[config.mk]
export PLATFORM = sky130hd
export DESIGN_NAME = sdtx_deformatter
export DESIGN_NICKNAME = d
export VERILOG_FILES = /design/src/pkg/sdtx_pkg.sv /design/src/design/sdtx_sync.sv /design/src/design/sdtx_fifo.sv /design/src/design/sdtx_deformatter.sv
export SDC_FILE = /design/constraint.sdc
export NUM_CORES = 1
export LEC_CHECK = 0
export CORE_MARGIN = 2
export CORE_UTILIZATION = 65
export DETAILED_ROUTE_END_ITERATION = 10
export DONT_BUFFER_PORTS = 1
export PLACE_DENSITY_LB_ADDON = 0.1
export SLEW_MARGIN = 20
export SYNTH_ARGS = -nofsm -noshare
export SYNTH_HDL_FRONTEND = slang
export SYNTH_SLANG_ARGS = --single-unit
[constraint.sdc]
create_clock -name sys_clk -period 11.5 [get_ports sys_clk]
set_input_delay 2.3 -clock sys_clk [delete_from_list [all_inputs] [get_ports sys_clk]]
set_output_delay 2.3 -clock sys_clk [all_outputs]
set_load 0.01 [all_outputs]
[src/pkg/sdtx_pkg.sv]
// constants and types for the serial audio input deformatter
// How it works
// accepts left-justified, I2S, right-justified; 16/18/20/24 bits
// data and channel clock sampled on bit-clock rise
// right-justified: high channel clock means left sample
// I2S is default; low channel clock means left
// I2S MSB one bit clock after transition
// left-justified: high is left, MSB immediately
// right-justified MSB at 32 minus width
package sdtx_pkg;
    typedef enum logic [1:0] {
        SDTX_FMT_I2S   = 2'b00,
        SDTX_FMT_LEFT  = 2'b01,
        SDTX_FMT_RIGHT = 2'b10
    } sdtx_fmt_t;

    typedef enum logic [1:0] {
        SDTX_W16 = 2'b00,
        SDTX_W18 = 2'b01,
        SDTX_W20 = 2'b10,
        SDTX_W24 = 2'b11
    } sdtx_width_t;

    localparam int unsigned SDTX_SAMPLE_BITS = 24;
    localparam int unsigned SDTX_SLOT_BITS   = 32;
    localparam int unsigned SDTX_CNT_BITS    = 6;
    localparam int unsigned SDTX_SYNC_STAGES = 3;
    localparam sdtx_fmt_t   SDTX_FMT_RESET   = SDTX_FMT_I2S;

    typedef struct packed {
        logic                        right_ch;
        logic [SDTX_SAMPLE_BITS-1:0] sample;
    } sdtx_word_t;

    localparam int unsigned SDTX_WORD_BITS = $bits(sdtx_word_t);

    function automatic logic [5:0] sdtx_width_bits(input sdtx_width_t w);
        unique case (w)
            SDTX_W16: sdtx_width_bits = 6'h10;
            SDTX_W18: sdtx_width_bits = 6'h12;
            SDTX_W20: sdtx_width_bits = 6'h14;
            SDTX_W24: sdtx_width_bits = 6'h18;
        endcase
    endfunction
endpackage

[src/design/sdtx_sync.sv]
// three-stage synchroniser with agreement of the last two stages
module sdtx_sync
    import sdtx_pkg::*;
(
    input  wire logic sys_clk,
    input  wire logic rst_b,
    input  wire logic clk_en,
    input  wire logic async_in,
    output logic      sync_out
);
    logic [SDTX_SYNC_STAGES-1:0] stage_reg;
    logic [SDTX_SYNC_STAGES-1:0] stage_next;
    logic                        out_reg;
    logic                        out_next;

    always_comb begin
        stage_next = stage_reg;
        out_next   = out_reg;
        if (clk_en) begin
            stage_next = {stage_reg[SDTX_SYNC_STAGES-2:0], async_in};
            if (stage_reg[1] == stage_reg[2]) begin
                out_next = stage_reg[2];
            end
        end
    end

    always_ff @(posedge sys_clk) begin
        if (!rst_b) begin
            stage_reg <= '0;
            out_reg   <= 1'b0;
        end else begin
            stage_reg <= stage_next;
            out_reg   <= out_next;
        end
    end

    assign sync_out = out_reg;
endmodule // sdtx_sync

[src/design/sdtx_fifo.sv]
// synchronous valid/ready fifo for captured samples
module sdtx_fifo #(
    parameter int unsigned WIDTH = 25,
    parameter int unsigned DEPTH = 32
) (
    input  wire logic             sys_clk,
    input  wire logic             rst_b,
    input  wire logic             clk_en,
    input  wire logic             in_valid,
    output logic                  in_ready,
    input  wire logic [WIDTH-1:0] in_data,
    output logic                  out_valid,
    input  wire logic             out_ready,
    output logic      [WIDTH-1:0] out_data
);
    localparam int unsigned AW = $clog2(DEPTH);

    logic [WIDTH-1:0] mem [DEPTH];
    logic [AW-1:0]    wr_reg;
    logic [AW-1:0]    wr_next;
    logic [AW-1:0]    rd_reg;
    logic [AW-1:0]    rd_next;
    logic [AW:0]      cnt_reg;
    logic [AW:0]      cnt_next;
    logic             push;
    logic             pop;

    assign in_ready  = (cnt_reg != (AW+1)'(DEPTH));
    assign out_valid = (cnt_reg != '0);
    assign out_data  = mem[rd_reg];
    assign push      = clk_en && in_valid && in_ready;
    assign pop       = clk_en && out_valid && out_ready;

    always_comb begin
        wr_next  = wr_reg;
        rd_next  = rd_reg;
        cnt_next = cnt_reg;
        if (push) begin
            wr_next = (wr_reg == AW'(DEPTH-1)) ? '0 : wr_reg + 1'b1;
        end
        if (pop) begin
            rd_next = (rd_reg == AW'(DEPTH-1)) ? '0 : rd_reg + 1'b1;
        end
        if (push && !pop) begin
            cnt_next = cnt_reg + 1'b1;
        end else if (pop && !push) begin
            cnt_next = cnt_reg - 1'b1;
        end
    end

    always_ff @(posedge sys_clk) begin
        if (push) begin
            mem[wr_reg] <= in_data;
        end
    end

    always_ff @(posedge sys_clk) begin
        if (!rst_b) begin
            wr_reg  <= '0;
            rd_reg  <= '0;
            cnt_reg <= '0;
        end else begin
            wr_reg  <= wr_next;
            rd_reg  <= rd_next;
            cnt_reg <= cnt_next;
        end
    end
endmodule // sdtx_fifo

[src/design/sdtx_deformatter.sv]
// serial audio input deformatter: extracts left/right samples into a fifo
module sdtx_deformatter
    import sdtx_pkg::*;
#(
    parameter int unsigned FIFO_DEPTH = 32
) (
    input  wire logic                        sys_clk,
    input  wire logic                        rst_b,
    input  wire logic                        clk_en,
    input  wire logic                        bit_clk,
    input  wire logic                        chan_clk,
    input  wire logic                        ser_data,
    input  wire sdtx_fmt_t                   fmt_sel,
    input  wire sdtx_width_t                 width_sel,
    output logic                             smp_valid,
    input  wire logic                        smp_ready,
    output logic                             smp_right,
    output logic      [SDTX_SAMPLE_BITS-1:0] smp_data,
    output logic                             overflow
);
    logic bclk_s;
    logic lrck_s;
    logic data_s;

    sdtx_sync u_sync_bclk (
        .sys_clk  (sys_clk),
        .rst_b    (rst_b),
        .clk_en   (clk_en),
        .async_in (bit_clk),
        .sync_out (bclk_s)
    );

    sdtx_sync u_sync_lrck (
        .sys_clk  (sys_clk),
        .rst_b    (rst_b),
        .clk_en   (clk_en),
        .async_in (chan_clk),
        .sync_out (lrck_s)
    );

    sdtx_sync u_sync_data (
        .sys_clk  (sys_clk),
        .rst_b    (rst_b),
        .clk_en   (clk_en),
        .async_in (ser_data),
        .sync_out (data_s)
    );

    // capture state
    logic                        bclk_d_reg;
    logic                        bclk_d_next;
    logic                        lrck_reg;
    logic                        lrck_next;
    logic [SDTX_CNT_BITS-1:0]    bitcnt_reg;
    logic [SDTX_CNT_BITS-1:0]    bitcnt_next;
    logic [SDTX_SAMPLE_BITS-1:0] shift_reg;
    logic [SDTX_SAMPLE_BITS-1:0] shift_next;
    logic                        right_reg;
    logic                        right_next;
    logic                        done_reg;
    logic                        done_next;
    logic                        push_reg;
    logic                        push_next;
    sdtx_word_t                  word_reg;
    sdtx_word_t                  word_next;
    logic                        ovf_reg;
    logic                        ovf_next;
    sdtx_fmt_t                   fmt_reg;
    sdtx_fmt_t                   fmt_next;
    sdtx_width_t                 wid_reg;
    sdtx_width_t                 wid_next;

    logic                        fifo_in_ready;
    sdtx_word_t                  fifo_out;

    logic                        rise;
    logic                        lr_edge;
    logic [SDTX_CNT_BITS-1:0]    nbits;
    logic [SDTX_CNT_BITS-1:0]    first_pos;
    logic [SDTX_CNT_BITS-1:0]    pos;
    logic                        in_word;
    sdtx_fmt_t                   fmt_cur;
    sdtx_width_t                 wid_cur;
    logic                        right_cur;
    logic [SDTX_SAMPLE_BITS-1:0] shift_base;

    assign rise    = bclk_s && !bclk_d_reg;
    assign lr_edge = (lrck_s != lrck_reg);

    // a half frame runs with the settings taken at its own channel clock edge
    always_comb begin
        fmt_cur = fmt_reg;
        wid_cur = wid_reg;
        if (rise && lr_edge) begin
            fmt_cur = fmt_sel;
            wid_cur = width_sel;
        end
    end

    assign nbits   = sdtx_width_bits(wid_cur);
    // left is low in I2S and the spare code, high in the justified formats
    assign right_cur = (fmt_cur == SDTX_FMT_LEFT || fmt_cur == SDTX_FMT_RIGHT)
        ? !lrck_s : lrck_s;
    assign shift_base = lr_edge ? '0 : shift_reg;
    // bit position of this rise within the half frame
    assign pos     = lr_edge ? '0 : bitcnt_reg;

    always_comb begin
        unique case (fmt_cur)
            SDTX_FMT_I2S:   first_pos = SDTX_CNT_BITS'(1);
            SDTX_FMT_LEFT:  first_pos = '0;
            SDTX_FMT_RIGHT: first_pos = SDTX_CNT_BITS'(SDTX_SLOT_BITS) - nbits;
            default:        first_pos = SDTX_CNT_BITS'(1);
        endcase
    end

    assign in_word = (pos >= first_pos) && (pos < first_pos + nbits);

    always_comb begin
        bclk_d_next = bclk_d_reg;
        lrck_next   = lrck_reg;
        bitcnt_next = bitcnt_reg;
        shift_next  = shift_reg;
        right_next  = right_reg;
        done_next   = done_reg;
        push_next   = push_reg;
        word_next   = word_reg;
        ovf_next    = ovf_reg;
        fmt_next    = fmt_reg;
        wid_next    = wid_reg;
        if (clk_en) begin
            bclk_d_next = bclk_s;
            push_next   = 1'b0;
            // the word offered to a full fifo is the one that is dropped
            if (push_reg && !fifo_in_ready) begin
                ovf_next = 1'b1;
            end
            if (rise) begin
                lrck_next = lrck_s;
                if (lr_edge) begin
                    // settings change only at half-frame boundaries
                    fmt_next   = fmt_cur;
                    wid_next   = wid_cur;
                    shift_next = '0;
                    done_next  = 1'b0;
                    right_next = right_cur;
                end
                if (pos != '1) begin
                    bitcnt_next = pos + 1'b1;
                end else begin
                    bitcnt_next = pos;
                end
                if (in_word && !(done_reg && !lr_edge)) begin
                    shift_next = {shift_base[SDTX_SAMPLE_BITS-2:0], data_s};
                    if (pos == first_pos + nbits - 1'b1) begin
                        done_next          = 1'b1;
                        push_next          = 1'b1;
                        word_next.right_ch = lr_edge ? right_cur : right_reg;
                        word_next.sample   = {shift_base[SDTX_SAMPLE_BITS-2:0], data_s};
                    end
                end
            end
        end
    end

    always_ff @(posedge sys_clk) begin
        if (!rst_b) begin
            bclk_d_reg <= 1'b0;
            lrck_reg   <= 1'b0;
            bitcnt_reg <= '0;
            shift_reg  <= '0;
            right_reg  <= 1'b0;
            done_reg   <= 1'b0;
            push_reg   <= 1'b0;
            word_reg   <= '0;
            ovf_reg    <= 1'b0;
            fmt_reg    <= SDTX_FMT_RESET;
            wid_reg    <= SDTX_W24;
        end else begin
            bclk_d_reg <= bclk_d_next;
            lrck_reg   <= lrck_next;
            bitcnt_reg <= bitcnt_next;
            shift_reg  <= shift_next;
            right_reg  <= right_next;
            done_reg   <= done_next;
            push_reg   <= push_next;
            word_reg   <= word_next;
            ovf_reg    <= ovf_next;
            fmt_reg    <= fmt_next;
            wid_reg    <= wid_next;
        end
    end

    sdtx_fifo #(
        .WIDTH (SDTX_WORD_BITS),
        .DEPTH (FIFO_DEPTH)
    ) u_fifo (
        .sys_clk   (sys_clk),
        .rst_b     (rst_b),
        .clk_en    (clk_en),
        .in_valid  (push_reg),
        .in_ready  (fifo_in_ready),
        .in_data   (word_reg),
        .out_valid (smp_valid),
        .out_ready (smp_ready),
        .out_data  (fifo_out)
    );

    assign smp_right = fifo_out.right_ch;
    assign smp_data  = fifo_out.sample;
    assign overflow  = ovf_reg;
endmodule // sdtx_deformatter

# Word level (Yosys, flattened, before mapping)
# Memories as Yosys holds them, arrays and structs flattened. A register that Yosys moved wholly into a read port is not among the register bits.
# Cells that the tools add are included.
[totals]
reg_bits = 92
ramBits = 800
inputBits = 11
out_inout_bits = 27
word_cells = 100
mem_count = 1
[memory_table]
columns = ["memory", "depth", "word_bits", "rd", "rd_ports_with_merged_regs", "wr", "line", "text"]
rows = [
  ["u_fifo.mem", 32, 25, 1, 1, 1, "sdtx_fifo.sv:18", "logic [WIDTH-1:0] mem [DEPTH];"],
]
[op_classes]
addsub = 8
magnitude_cmp = 2
n_eq_ne = 14
mux = 24
reduce_logical = 30
[ops]
columns = ["operator", "count"]
rows = [
  ["23-bit two-way mux", 2],
  ["6-bit two-way mux", 4],
  ["6-bit case mux with 4 select lines", 1],
  ["5-bit two-way mux", 4],
  ["6-bit by 1-bit adder with 6-bit output, second input constant", 2],
  ["1-bit logical AND", 12],
  ["6-bit inequality test, second input constant", 2],
  ["6-bit case mux with 2 select lines", 1],
  ["6-bit by 1-bit subtractor with 6-bit output, second input constant", 2],
  ["5-bit by 1-bit adder with 5-bit output, second input constant", 2],
  ["5-bit equality test, second input constant", 2],
  ["1-bit two-way mux", 10],
  ["2-bit AND reduction", 5],
  ["1-bit logical NOT", 7],
  ["6-bit adder", 1],
  ["2-bit equality test, second input constant", 3],
  ["6-bit equality test", 1],
  ["6-bit >= comparator", 1],
  ["6-bit less-than comparator", 1],
  ["6-bit nonzero test", 1],
  ["6-bit subtractor, first input constant", 1],
  ["2-bit by 1-bit equality test with 1-bit output, second input constant", 2],
  ["2-bit two-way mux", 2],
  ["4-bit AND reduction", 1],
  ["6 further kinds", 8],
]

# Longest topological paths before layout
# Gate-level depths: netlist (run 1).
[logic_depth]
word_depth = 14
mapped_depth = 20
ltp_nobuf = 17

# Modules after synthesis
# From an unflattened synthesis (run 1), not the netlist that was laid out.
[hier_totals]
cells_unflattened = 2025
hier_area_um2 = 35397.7
[modules_own_cells]
columns = ["mod", "n_inst", "cells_each", "area_each_um2", "seq_area_each_um2"]
rows = [
  ["sdtx_fifo", 1, 1590, 31607.8, 24443.4],
  ["sdtx_deformatter", 1, 384, 3271.9, 1281.2],
  ["sdtx_sync", 3, 17, 172.7, 80.1],
]

# Worst setup path after synthesis (run 1)
# Ideal clock, no wire load.
[synth_path]
path_type = "input -> register"
start = "input fmt_sel[1]"
end = "register word_reg[15] (netlist name)"
setup_ns = 0.072
t_arrival_ns = 5.183
required_ns = 11.428
path_slack_ns = 6.246
path_stages = 17
n_path_buf = 2
path_cell_list = "mux2_2 > ha_1 > inv_1 > nand3_1 > nand2_1 > ha_1 > inv_1 > ha_1 > o21ai_0 > nand2b_1 > a41o_1 > a221oi_1 > o211ai_2 > a211oi_2 > buf_6 > buf_8 > mux2i_1"
[synth_between]
elab_chain_cells = 8
elab_cells_between_ends = 12
cone_classes = "2 x add/sub; 2 x order compare; 3 x eq/ne; 2 x mux; 3 x reduce/logical"
[synth_rtl]
columns = ["element", "line", "text"]
rows = [
  ["from (decl)", "sdtx_deformatter.sv:13", "input wire sdtx_fmt_t fmt_sel,"],
  ["2-bit two-way mux *", "sdtx_deformatter.sv:94", "if (rise && lr_edge) begin"],
  ["2-bit equality test or 2-bit by 1-bit equality test with 1-bit output (tied branches)", "sdtx_deformatter.sv:109", "unique case (fmt_cur)"],
  ["6-bit case mux with 2 select lines *", "sdtx_deformatter.sv:109", ""],
  ["parallel branches: the longest is 4 deep, another holds 6-bit adder", "n/a", ""],
  ["4-bit AND reduction (no line) *", "n/a", ""],
  ["to (signal assigned)", "sdtx_deformatter.sv:187", "word_reg <= word_next;"],
  ["to (decl)", "sdtx_deformatter.sv:64", "sdtx_word_t word_reg;"],
]
# Mark *: on every way between the ends.
# A chain may end at the register's enable or synchronous reset.

==> results of run 1 <==
[power groups by stage]
stage / registers [mW] / clock network, mW / logic, mW
after floorplan: 3.56 / 0 / 0.00976
after global placement: 3.56 / 0 / 0.00412
after detailed placement: 3.56 / 0 / 0.00424
after CTS: 3.49 / 2.67 / 0.00425
after global routing: 3.49 / 2.80 / 0.00458
final: 3.49 / 2.64 / 0.00421
[final cells by class]
class	count	area, um^2	share of cell area, %
flip-flops and latches	897	25990	67.03
multi-input cells	699	8906	22.97
clock buffers	126	2405	6.202
well taps	696	870.8	2.246
repair buffers	39	337.8	0.8712
clock inverters	35	205.2	0.5292
inverters	16	60.06	0.1549
[Yosys cell counts, drive strengths merged (24+ instances only)]
master | number | area share [%]
edfxtp | 800 | 68
nand2 | 87 | 0.93
mux2i | 42 | 1.2
nor2 | 50 | 0.54
mux4 | 250 | 16
nand3 | 35 | 0.50
nor2b | 24 | 0.43
mux2 | 26 | 0.83
o22ai | 24 | 0.43
clkbuf | 60 | 0.64
ha | 27 | 0.96
dfxtp | 97 | 5.5
buf | 33 | 0.51
[worst paths after layout]
path                    to  slack [ns]  cells past startpoint
max reg2reg  shift_reg[10]        6.21                     17
min reg2reg    word_reg[8]        0.47                      2
min            word_reg[8]        0.47                      2
max           smp_data[11]        5.39                      5
[cell families after synthesis]
group,Yosys count,synth area share (%)
flip-flops,897,74.03
multiplexers,318,18.09
AND/OR/NAND/NOR,234,3.150
buffers and inverters,109,1.320
AO/OA/AOI/OAI,106,2.030
adder cells (fa/ha/maj),28,1.020
XOR/XNOR,13,0.3674
[metrics by stage]
stage	hold WS [ns]	instances	area (um^2)
2_1_floorplan	0.4466	1705	35070
3_3_place_gp	0.4585	2346	36130
3_5_place_dp	0.4641	2346	36130
4_1_cts	0.4738	2507	38740
5_1_grt	0.4858	2508	38770
6_report	0.4682	2508	38770
[critical path, stage by stage (launching register included)]
cell and delay [ns]:
dfxtp_4 0.57, buf_16 0.30, buf_4 0.79, mux4_2 0.60
mux4_2 0.49, mux2_2 0.34
[per-layer routing]
| layer | up-vias | track usage, % | part of all wire (%) |
|---|---|---|---|
| met5 | - | 0 | 0 |
| li1 | 7077 | - | - |
| met2 | 728 | 46.71 | 51 |
| met1 | 8817 | 38.91 | 39 |
| met4 | 0 | 6.866 | 1.8 |
| met3 | 95 | 4.997 | 7.8 |
==> results.md, run 1 <==
Outcome:
- The run finished with clean final reports.

Pwr:
- The internal power consumption is 4.972 mW.
- Registers are responsible for between 50% and 60% of the overall power.
- The maximum ir drop on the vdd rail is 0.1469 mV.
- The power density normalized to cell area is 158.3 mW/mm^2.
- The clock network burns a little over two fifths of the power.
- Of the total power, the share spent switching nets is approximately a fifth.
- Per report_power, the combinational group accounts for 0.1% of the total.
- The overall power of the completed layout is a little over 6 mW.
- The net switching power is 1.164 mW.
- The leakage power is around 14 nW.

Logic synthesis:
- After synthesis, the netlist uses 63 different library cells.
- For this run, asynchronously set or reset flops after synthesis account for 0%.
- Sequential elements use around three quarters of the synthesized area.
- The number of cells produced by synthesis is 1705.
- The post-synthesis net count is 1744.
- In this run, synthesis inferred 800 flip-flops with an integrated enable.
- The average instance in the mapped netlist occupies 20.57 um^2.
- The flip-flop and latch count after synthesis is 897.
- The most used flip-flop cell after synthesis is edfxtp_1.
- The netlist area before placement is between 0.03 and 0.04 mm^2.
- The total number of yosys warnings is 0.

Timing:
- The worst relative slew slack is between 10 and 15%.
- The worst path needs between 6 and 7 ns of the cycle, external delays included.
- The number of max-slew violations in the final report came to 0.
- The post-layout worst setup margin is 5.388 ns.
- Adding up every negative setup slack in the final design gives 0 ns.
- Setup repair after global routing left no endpoint under its margin.
- The worst path uses between 50% and 60% of the clock period.
- At the pin with the least slew margin, the transition time is 1.313 ns.
- For the final database, setup skew stands at around 0.026 ns.
- The final hold violation count was 0.
- Setup violations remaining at the end of the flow were counted as 0.
- The peak clock frequency supported by timing is approximately 160 MHz.

Global routing:
- The via count of the first global-routing pass was ~17000.
- Entering global routing, the biggest net connects 153 pins.
- The first global-routing pass estimated between 100000 and 150000 um of wire.
- The initial antenna violation count was 0.
- Global routing used between 20% and 30% of the available tracks across all layers.
- The total congestion overflow after global routing is 0.

Cells and area:
- The antenna diode count is 0.
- In the layout the commonest cells are 800 x edfxtp_1, 250 x mux4_2, 88 x clkbuf_16.
- At the end of the flow, the number of nets in the layout was between 1500 and 2000.
- The commonest non-fill, non-tap cell in the layout is edfxtp_1.
- The area growth from synthesis to layout is 10.55%.
- Once layout is complete, the utilization of the core stands at slightly above 70%.
- The filler cell count in the final layout is 3167.
- The ratio of cells with drive above 1 in the final layout is between 20% and 30%.
- The register with the most flip-flops in the layout has 800 of them.

Routing:
- The via density per instance is 6.665.
- The first TritonRoute pass finished after 5 iterations.
- The number of DRC violations after detailed routing is 0.
- For this block, the routed nets add up to roughly 75000 um of wire.
- Once detail routing completed, the nets flagged for antenna violations numbered 0.
- The number of vias in the routed layout is 16720.
- For this block, the initial DRC count from the detailed router was between 2000 and 2500.
- In the final routed layout, each cell accounts on average for 30.02 um.

Floorplanning:
- The die covers 0.05584 mm^2.
- The I/O pin count is 38.
- The height of the chip is about 240 um.
- The core region is approximately 0.054 mm^2.
- The initial utilization of the core area, before any placement, comes to approximately 65%.
- The die is roughly 240 um wide.
- The number of core rows is 85.

CTS:
- In this run, CTS created clock tree buffers numbering 87.
- The post-CTS setup-driven buffer insertion count is 0.
- The maximum level of the CTS H-tree is 3.
- The master cell of the clock root buffer is clkbuf_16.
- The post-CTS clock slew at the launch and capture registers of the worst setup and hold paths is approximately 0.060 ns.
- The clock passes through at most 3 buffers.
- At the later pin of the worst-skew pair, clock insertion delay measures around 0.63 ns.
- The clock tree from TritonCTS is yes.
- The count of hold buffers inserted by post-cts repair is 0.
- The total of cells resized after clock tree synthesis is 0.
- The total number of clock tree sinks is between 800 and 900.

Critical path:
- The startpoint identified for the worst register-to-register timing path is u_sync_lrck.sync_out.
- The required arrival time at the worst endpoint is just over 9 ns.
- The worst setup path is launched from a register.
- The worst setup path is of the reg2out kind.
- Along the worst path, the maximum fanout reaches 49.
- The arrival time at the worst endpoint is 3.81 ns.
- The sort of element at the end of the critical path is an output port.

Placed design:
- The count of port buffers added during placement is 0.
- Prior to clock tree synthesis, the placed netlist has a worst setup slack of approximately 5.6 ns.
- The half-perimeter wire length of the detailed placement result is approximately 40000 um.
- Routability-driven placement finished with a final weighted congestion of between 0.8 and 0.9.

Run:
- The total of max-cap violations is 0.

Hold path:
- The path class of the lowest-slack min-delay path is reg2reg.
- In this run the most critical hold path is launched from shift_reg[7].
(Power assumes the default switching activity.)
==> run 2: changes to the inputs <==
--- a/config.mk
+++ b/config.mk
@@ -6,7 +6,7 @@
 export NUM_CORES = 1
 export LEC_CHECK = 0
 export CORE_MARGIN = 2
-export CORE_UTILIZATION = 65
+export CORE_UTILIZATION = 57
 export DETAILED_ROUTE_END_ITERATION = 10
 export DONT_BUFFER_PORTS = 1
 export PLACE_DENSITY_LB_ADDON = 0.1
==> constraint.sdc (replaced) <==
create_clock -name sys_clk -period 5.1 [get_ports sys_clk]
set_input_delay 1.02 -clock sys_clk [delete_from_list [all_inputs] [get_ports sys_clk]]
set_output_delay 1.02 -clock sys_clk [all_outputs]
set_load 0.01 [all_outputs]
==> run 2 against run 1 <==
Clock skew up 0.0026 ns; critical path depth up 13; sequential power up 130%; first-iteration DRC count down 16%; die area up 14%; largest cell class unchanged; largest power group unchanged.
==> results.md, run 2 (synthesized netlist as in run 1, its figures left out) <==
Cells and area:
- The area overhead of the layout relative to synthesis is 12.86%.
- The antenna diode count is 0 (unchanged).
- The filler cell count in the final layout was 3963 (+25%).
- The number of flip-flops under the largest register name is 800 (unchanged).
- Leaving out fill and tap cells, the most frequent cells in the layout are 800 x edfxtp_1, 250 x mux4_2, 92 x clkbuf_16.
- The summed area of non-filler cells in the final layout is 0.03959 mm^2 (+2.1%).
- The sequential cell area in the final layout is 0.02600 mm^2 (about the same).
- The number of standard cells in the final layout excluding fillers is 2617 (+4.3%).
- The net count of the finished layout is 1801 (+1.2%).
- Leaving out fill and tap cells, the most frequent cell in the layout is edfxtp_1.
- The area used by multi-input combinational logic is 0.008906 mm^2 (unchanged).
- The final core area utilization is 65.34% (-7.0 points).
- The ratio of cells with drive above 1 in the final layout was 28.99% (+2.4 points).

Floorplanning:
- The floorplan die width came to 252.1 um (+6.7%).
- The I/O pin count is 38 (unchanged).
- The initial cell density of the core came to 57.90% (-7.5 points).
- The number of core rows is 90 (+5.9%).
- The height of the chip is 252.1 um (+6.7%).
- The area of the die came to 0.06353 mm^2 (+14%).
- The area of the core is 0.06058 mm^2 (+13%).

Routing:
- The post-detailed-route wirelength per cell was 30.09 um (+0.24%).
- The final wirelength is 78750 um (+4.6%).
- The via density per instance is 6.419 (-3.7%).
- The number of vias in the routed layout was 16800 (+0.48%).
- The remaining antenna violation count after routing is 0 (unchanged).
- The number of violations reported at the end of detailed-routing iteration 0 is 1804 (-16%).
- The number of iterations in the first detailed-routing pass is 8 (+3).
- The number of DRC violations after detailed routing came to 0 (unchanged).

Global routing:
- The total global routing track utilization is 25.48% (-2.4 points).
- The largest net degree at the start of global routing is 118 (-23%).
- The wire length of the first global-routing pass was 114900 um (+3.3%).
- The initial antenna violation count is 2 (+2).
- The via count of the first global-routing pass came to 17030 (+0.60%).
- The total congestion overflow after global routing is 0 (unchanged).

CTS:
- The total of cells resized after clock tree synthesis is 0 (unchanged).
- The total number of clock tree sinks is 897 (unchanged).
- The master cell of the clock root buffer is clkbuf_16.
- The clock latency on the worst-skew pair is 0.63 ns (about the same).
- The maximum level of the CTS H-tree was 3 (unchanged).
- The TritonCTS buffer count is 89 (+2.3%).
- The count of hold buffers inserted by post-cts repair was 0 (unchanged).
- The post-CTS setup-driven buffer insertion count is 0 (unchanged).
- The number of buffers on the longest clock path was 3 (unchanged).
- The post-CTS clock slew at the launch and capture registers of the worst setup and hold paths is 0.06 ns (about the same).
- TritonCTS built the clock tree.

Timing:
- The minimum hold slack is 0.4740 ns (+0.005759 ns).
- The slew at the pin with the worst max-slew slack came to 1.114 ns (-0.1990 ns).
- The post-layout worst setup margin is 0.6035 ns (-4.785 ns).
- The worst relative slew slack came to 25.63% (+13 points).
- In the finished design, the share of the clock period the worst path needs comes to between 80% and 90%.
- The sum of negative setup slack is 0 ns (unchanged).
- The final hold violation count is 0 (unchanged).
- Setup repair after global routing left no endpoint under its margin.
- The final-report setup violation count came to 0 (unchanged).
- Based on the critical path, the design can be clocked at up to roughly 220 MHz.
- The number of max-slew violations in the final report came to 0 (unchanged).
- The worst clock skew was 0.02834 ns (+0.002613 ns).
- Subtracting the final worst setup slack from the clock period gives 4.496 ns.

Run:
- The total of max-cap violations is 0 (unchanged).

Critical path:
- The sum of buffers and inverters on the critical path was 3 (+1).
- The worst setup path is captured at a register.
- The critical path goes through xnor2_4 > nor2_2 > mux2i_1 > ha_1 > inv_1 > nand3_1 > nand2_1 > ha_1 > inv_1 > ha_1 > o21ai_0 > nand2b_1 > a41o_1 > a221oi_1 > o211ai_2 > a211oi_4 > buf_4 > mux2i_1.
- The cell that appears most often on the critical path is ha_1.
- The arrival time at the worst endpoint was 5.04 ns (+1.23 ns).
- The required arrival time at the worst endpoint is 5.64 ns (-3.56 ns).
- The top fanout value on the critical path came to 27 (-45%).
- The critical path startpoint is u_sync_lrck.sync_out.
- The critical path in this run is classified as reg2reg.
- In this design, the largest share of critical-path delay is due to compound AO/OA/AOI/OAI gates.
- The maximum cell stage delay along the critical path came to 0.56 ns (-0.23 ns).
- The launching element type of the critical path is a register.
- The origin of the critical flop-to-flop path is u_sync_lrck.sync_out.
- The slowest cell on the critical path is dfxtp_1.

Pwr:
- The leakage power was 14.11 nW (+1.8%).
- The power density normalized to cell area is 372.9 mW/mm^2 (+140%).
- The maximum ir drop on the vdd rail came to 0.3696 mV (+150%).
- The overall power of the completed layout came to 14.76 mW (+140%).

Placed design:
- The half-perimeter wire length of the detailed placement result is 45170 um (+14%).
- The placed instance area is 0.03648 mm^2 (+0.97%).
- The weighted congestion reported at the end of routability-driven placement came to 0.7831 (-7.3%).
- The placed instance count was 2453 (+4.6%).
- The count of port buffers added during placement is 0 (unchanged).
- The placement-stage worst setup slack was 0.5801 ns (-4.975 ns).

Hold path:
- In this run the worst hold path is classified as reg2reg.
- The startpoint identified for the worst hold timing path is shift_reg[17].

Outcome:
- The flow ran to the end, and the final reports show no timing, DRC or antenna violations.
[run 2: worst paths after layout]
kind	to	slack [ns]	cells past startpoint
worst min register to register	word_reg[18]	0.47	2
worst max register to register	word_reg[14]	0.60	18
worst min-delay path	word_reg[18]	0.47	2
worst max-delay path	word_reg[14]	0.60	18
[run 2: cell type report]
cell class	instances	share of cell area, %
Sequential cell	897	65.68
Multi-Input combinational cell	699	22.50
Clock buffer	113	6.015
Tap cell	782	2.472
Clock inverter	51	1.780
Timing Repair Buffer	59	1.403
Inverter	16	0.1517
[run 2: report_power, final]
part	switching, mW	total, mW	internal (mW)
Sequential	0.00188	7.88	7.88
Clock	2.70	6.87	4.17
Combinational	0.00221	0.00922	0.00702
Total	2.70	14.8	12.1
[run 2: metal layers]
layer | vias to the layer above | GRT usage (%) | wire length (um)
met2 | 628 | 40.67 | 38140
li1 | 7126 | - | -
met4 | 4 | 6.847 | 1946
met3 | 132 | 5.643 | 5710
met1 | 8908 | 36.18 | 32930
met5 | - | 0 | 23
[run 2: worst register-to-register path, cell delays in order, from the launching register on]
cell	delay [ns]
dfxtp_1	0.56
xnor2_4	0.13
nor2_2	0.23
mux2i_1	0.30
ha_1	0.30
inv_1	0.16
nand3_1	0.11
nand2_1	0.07
ha_1	0.36
inv_1	0.08
ha_1	0.29
o21ai_0	0.07
nand2b_1	0.10
a41o_1	0.25
a221oi_1	0.36
o211ai_2	0.20
a211oi_4	0.18
buf_4	0.42
mux2i_1	0.28
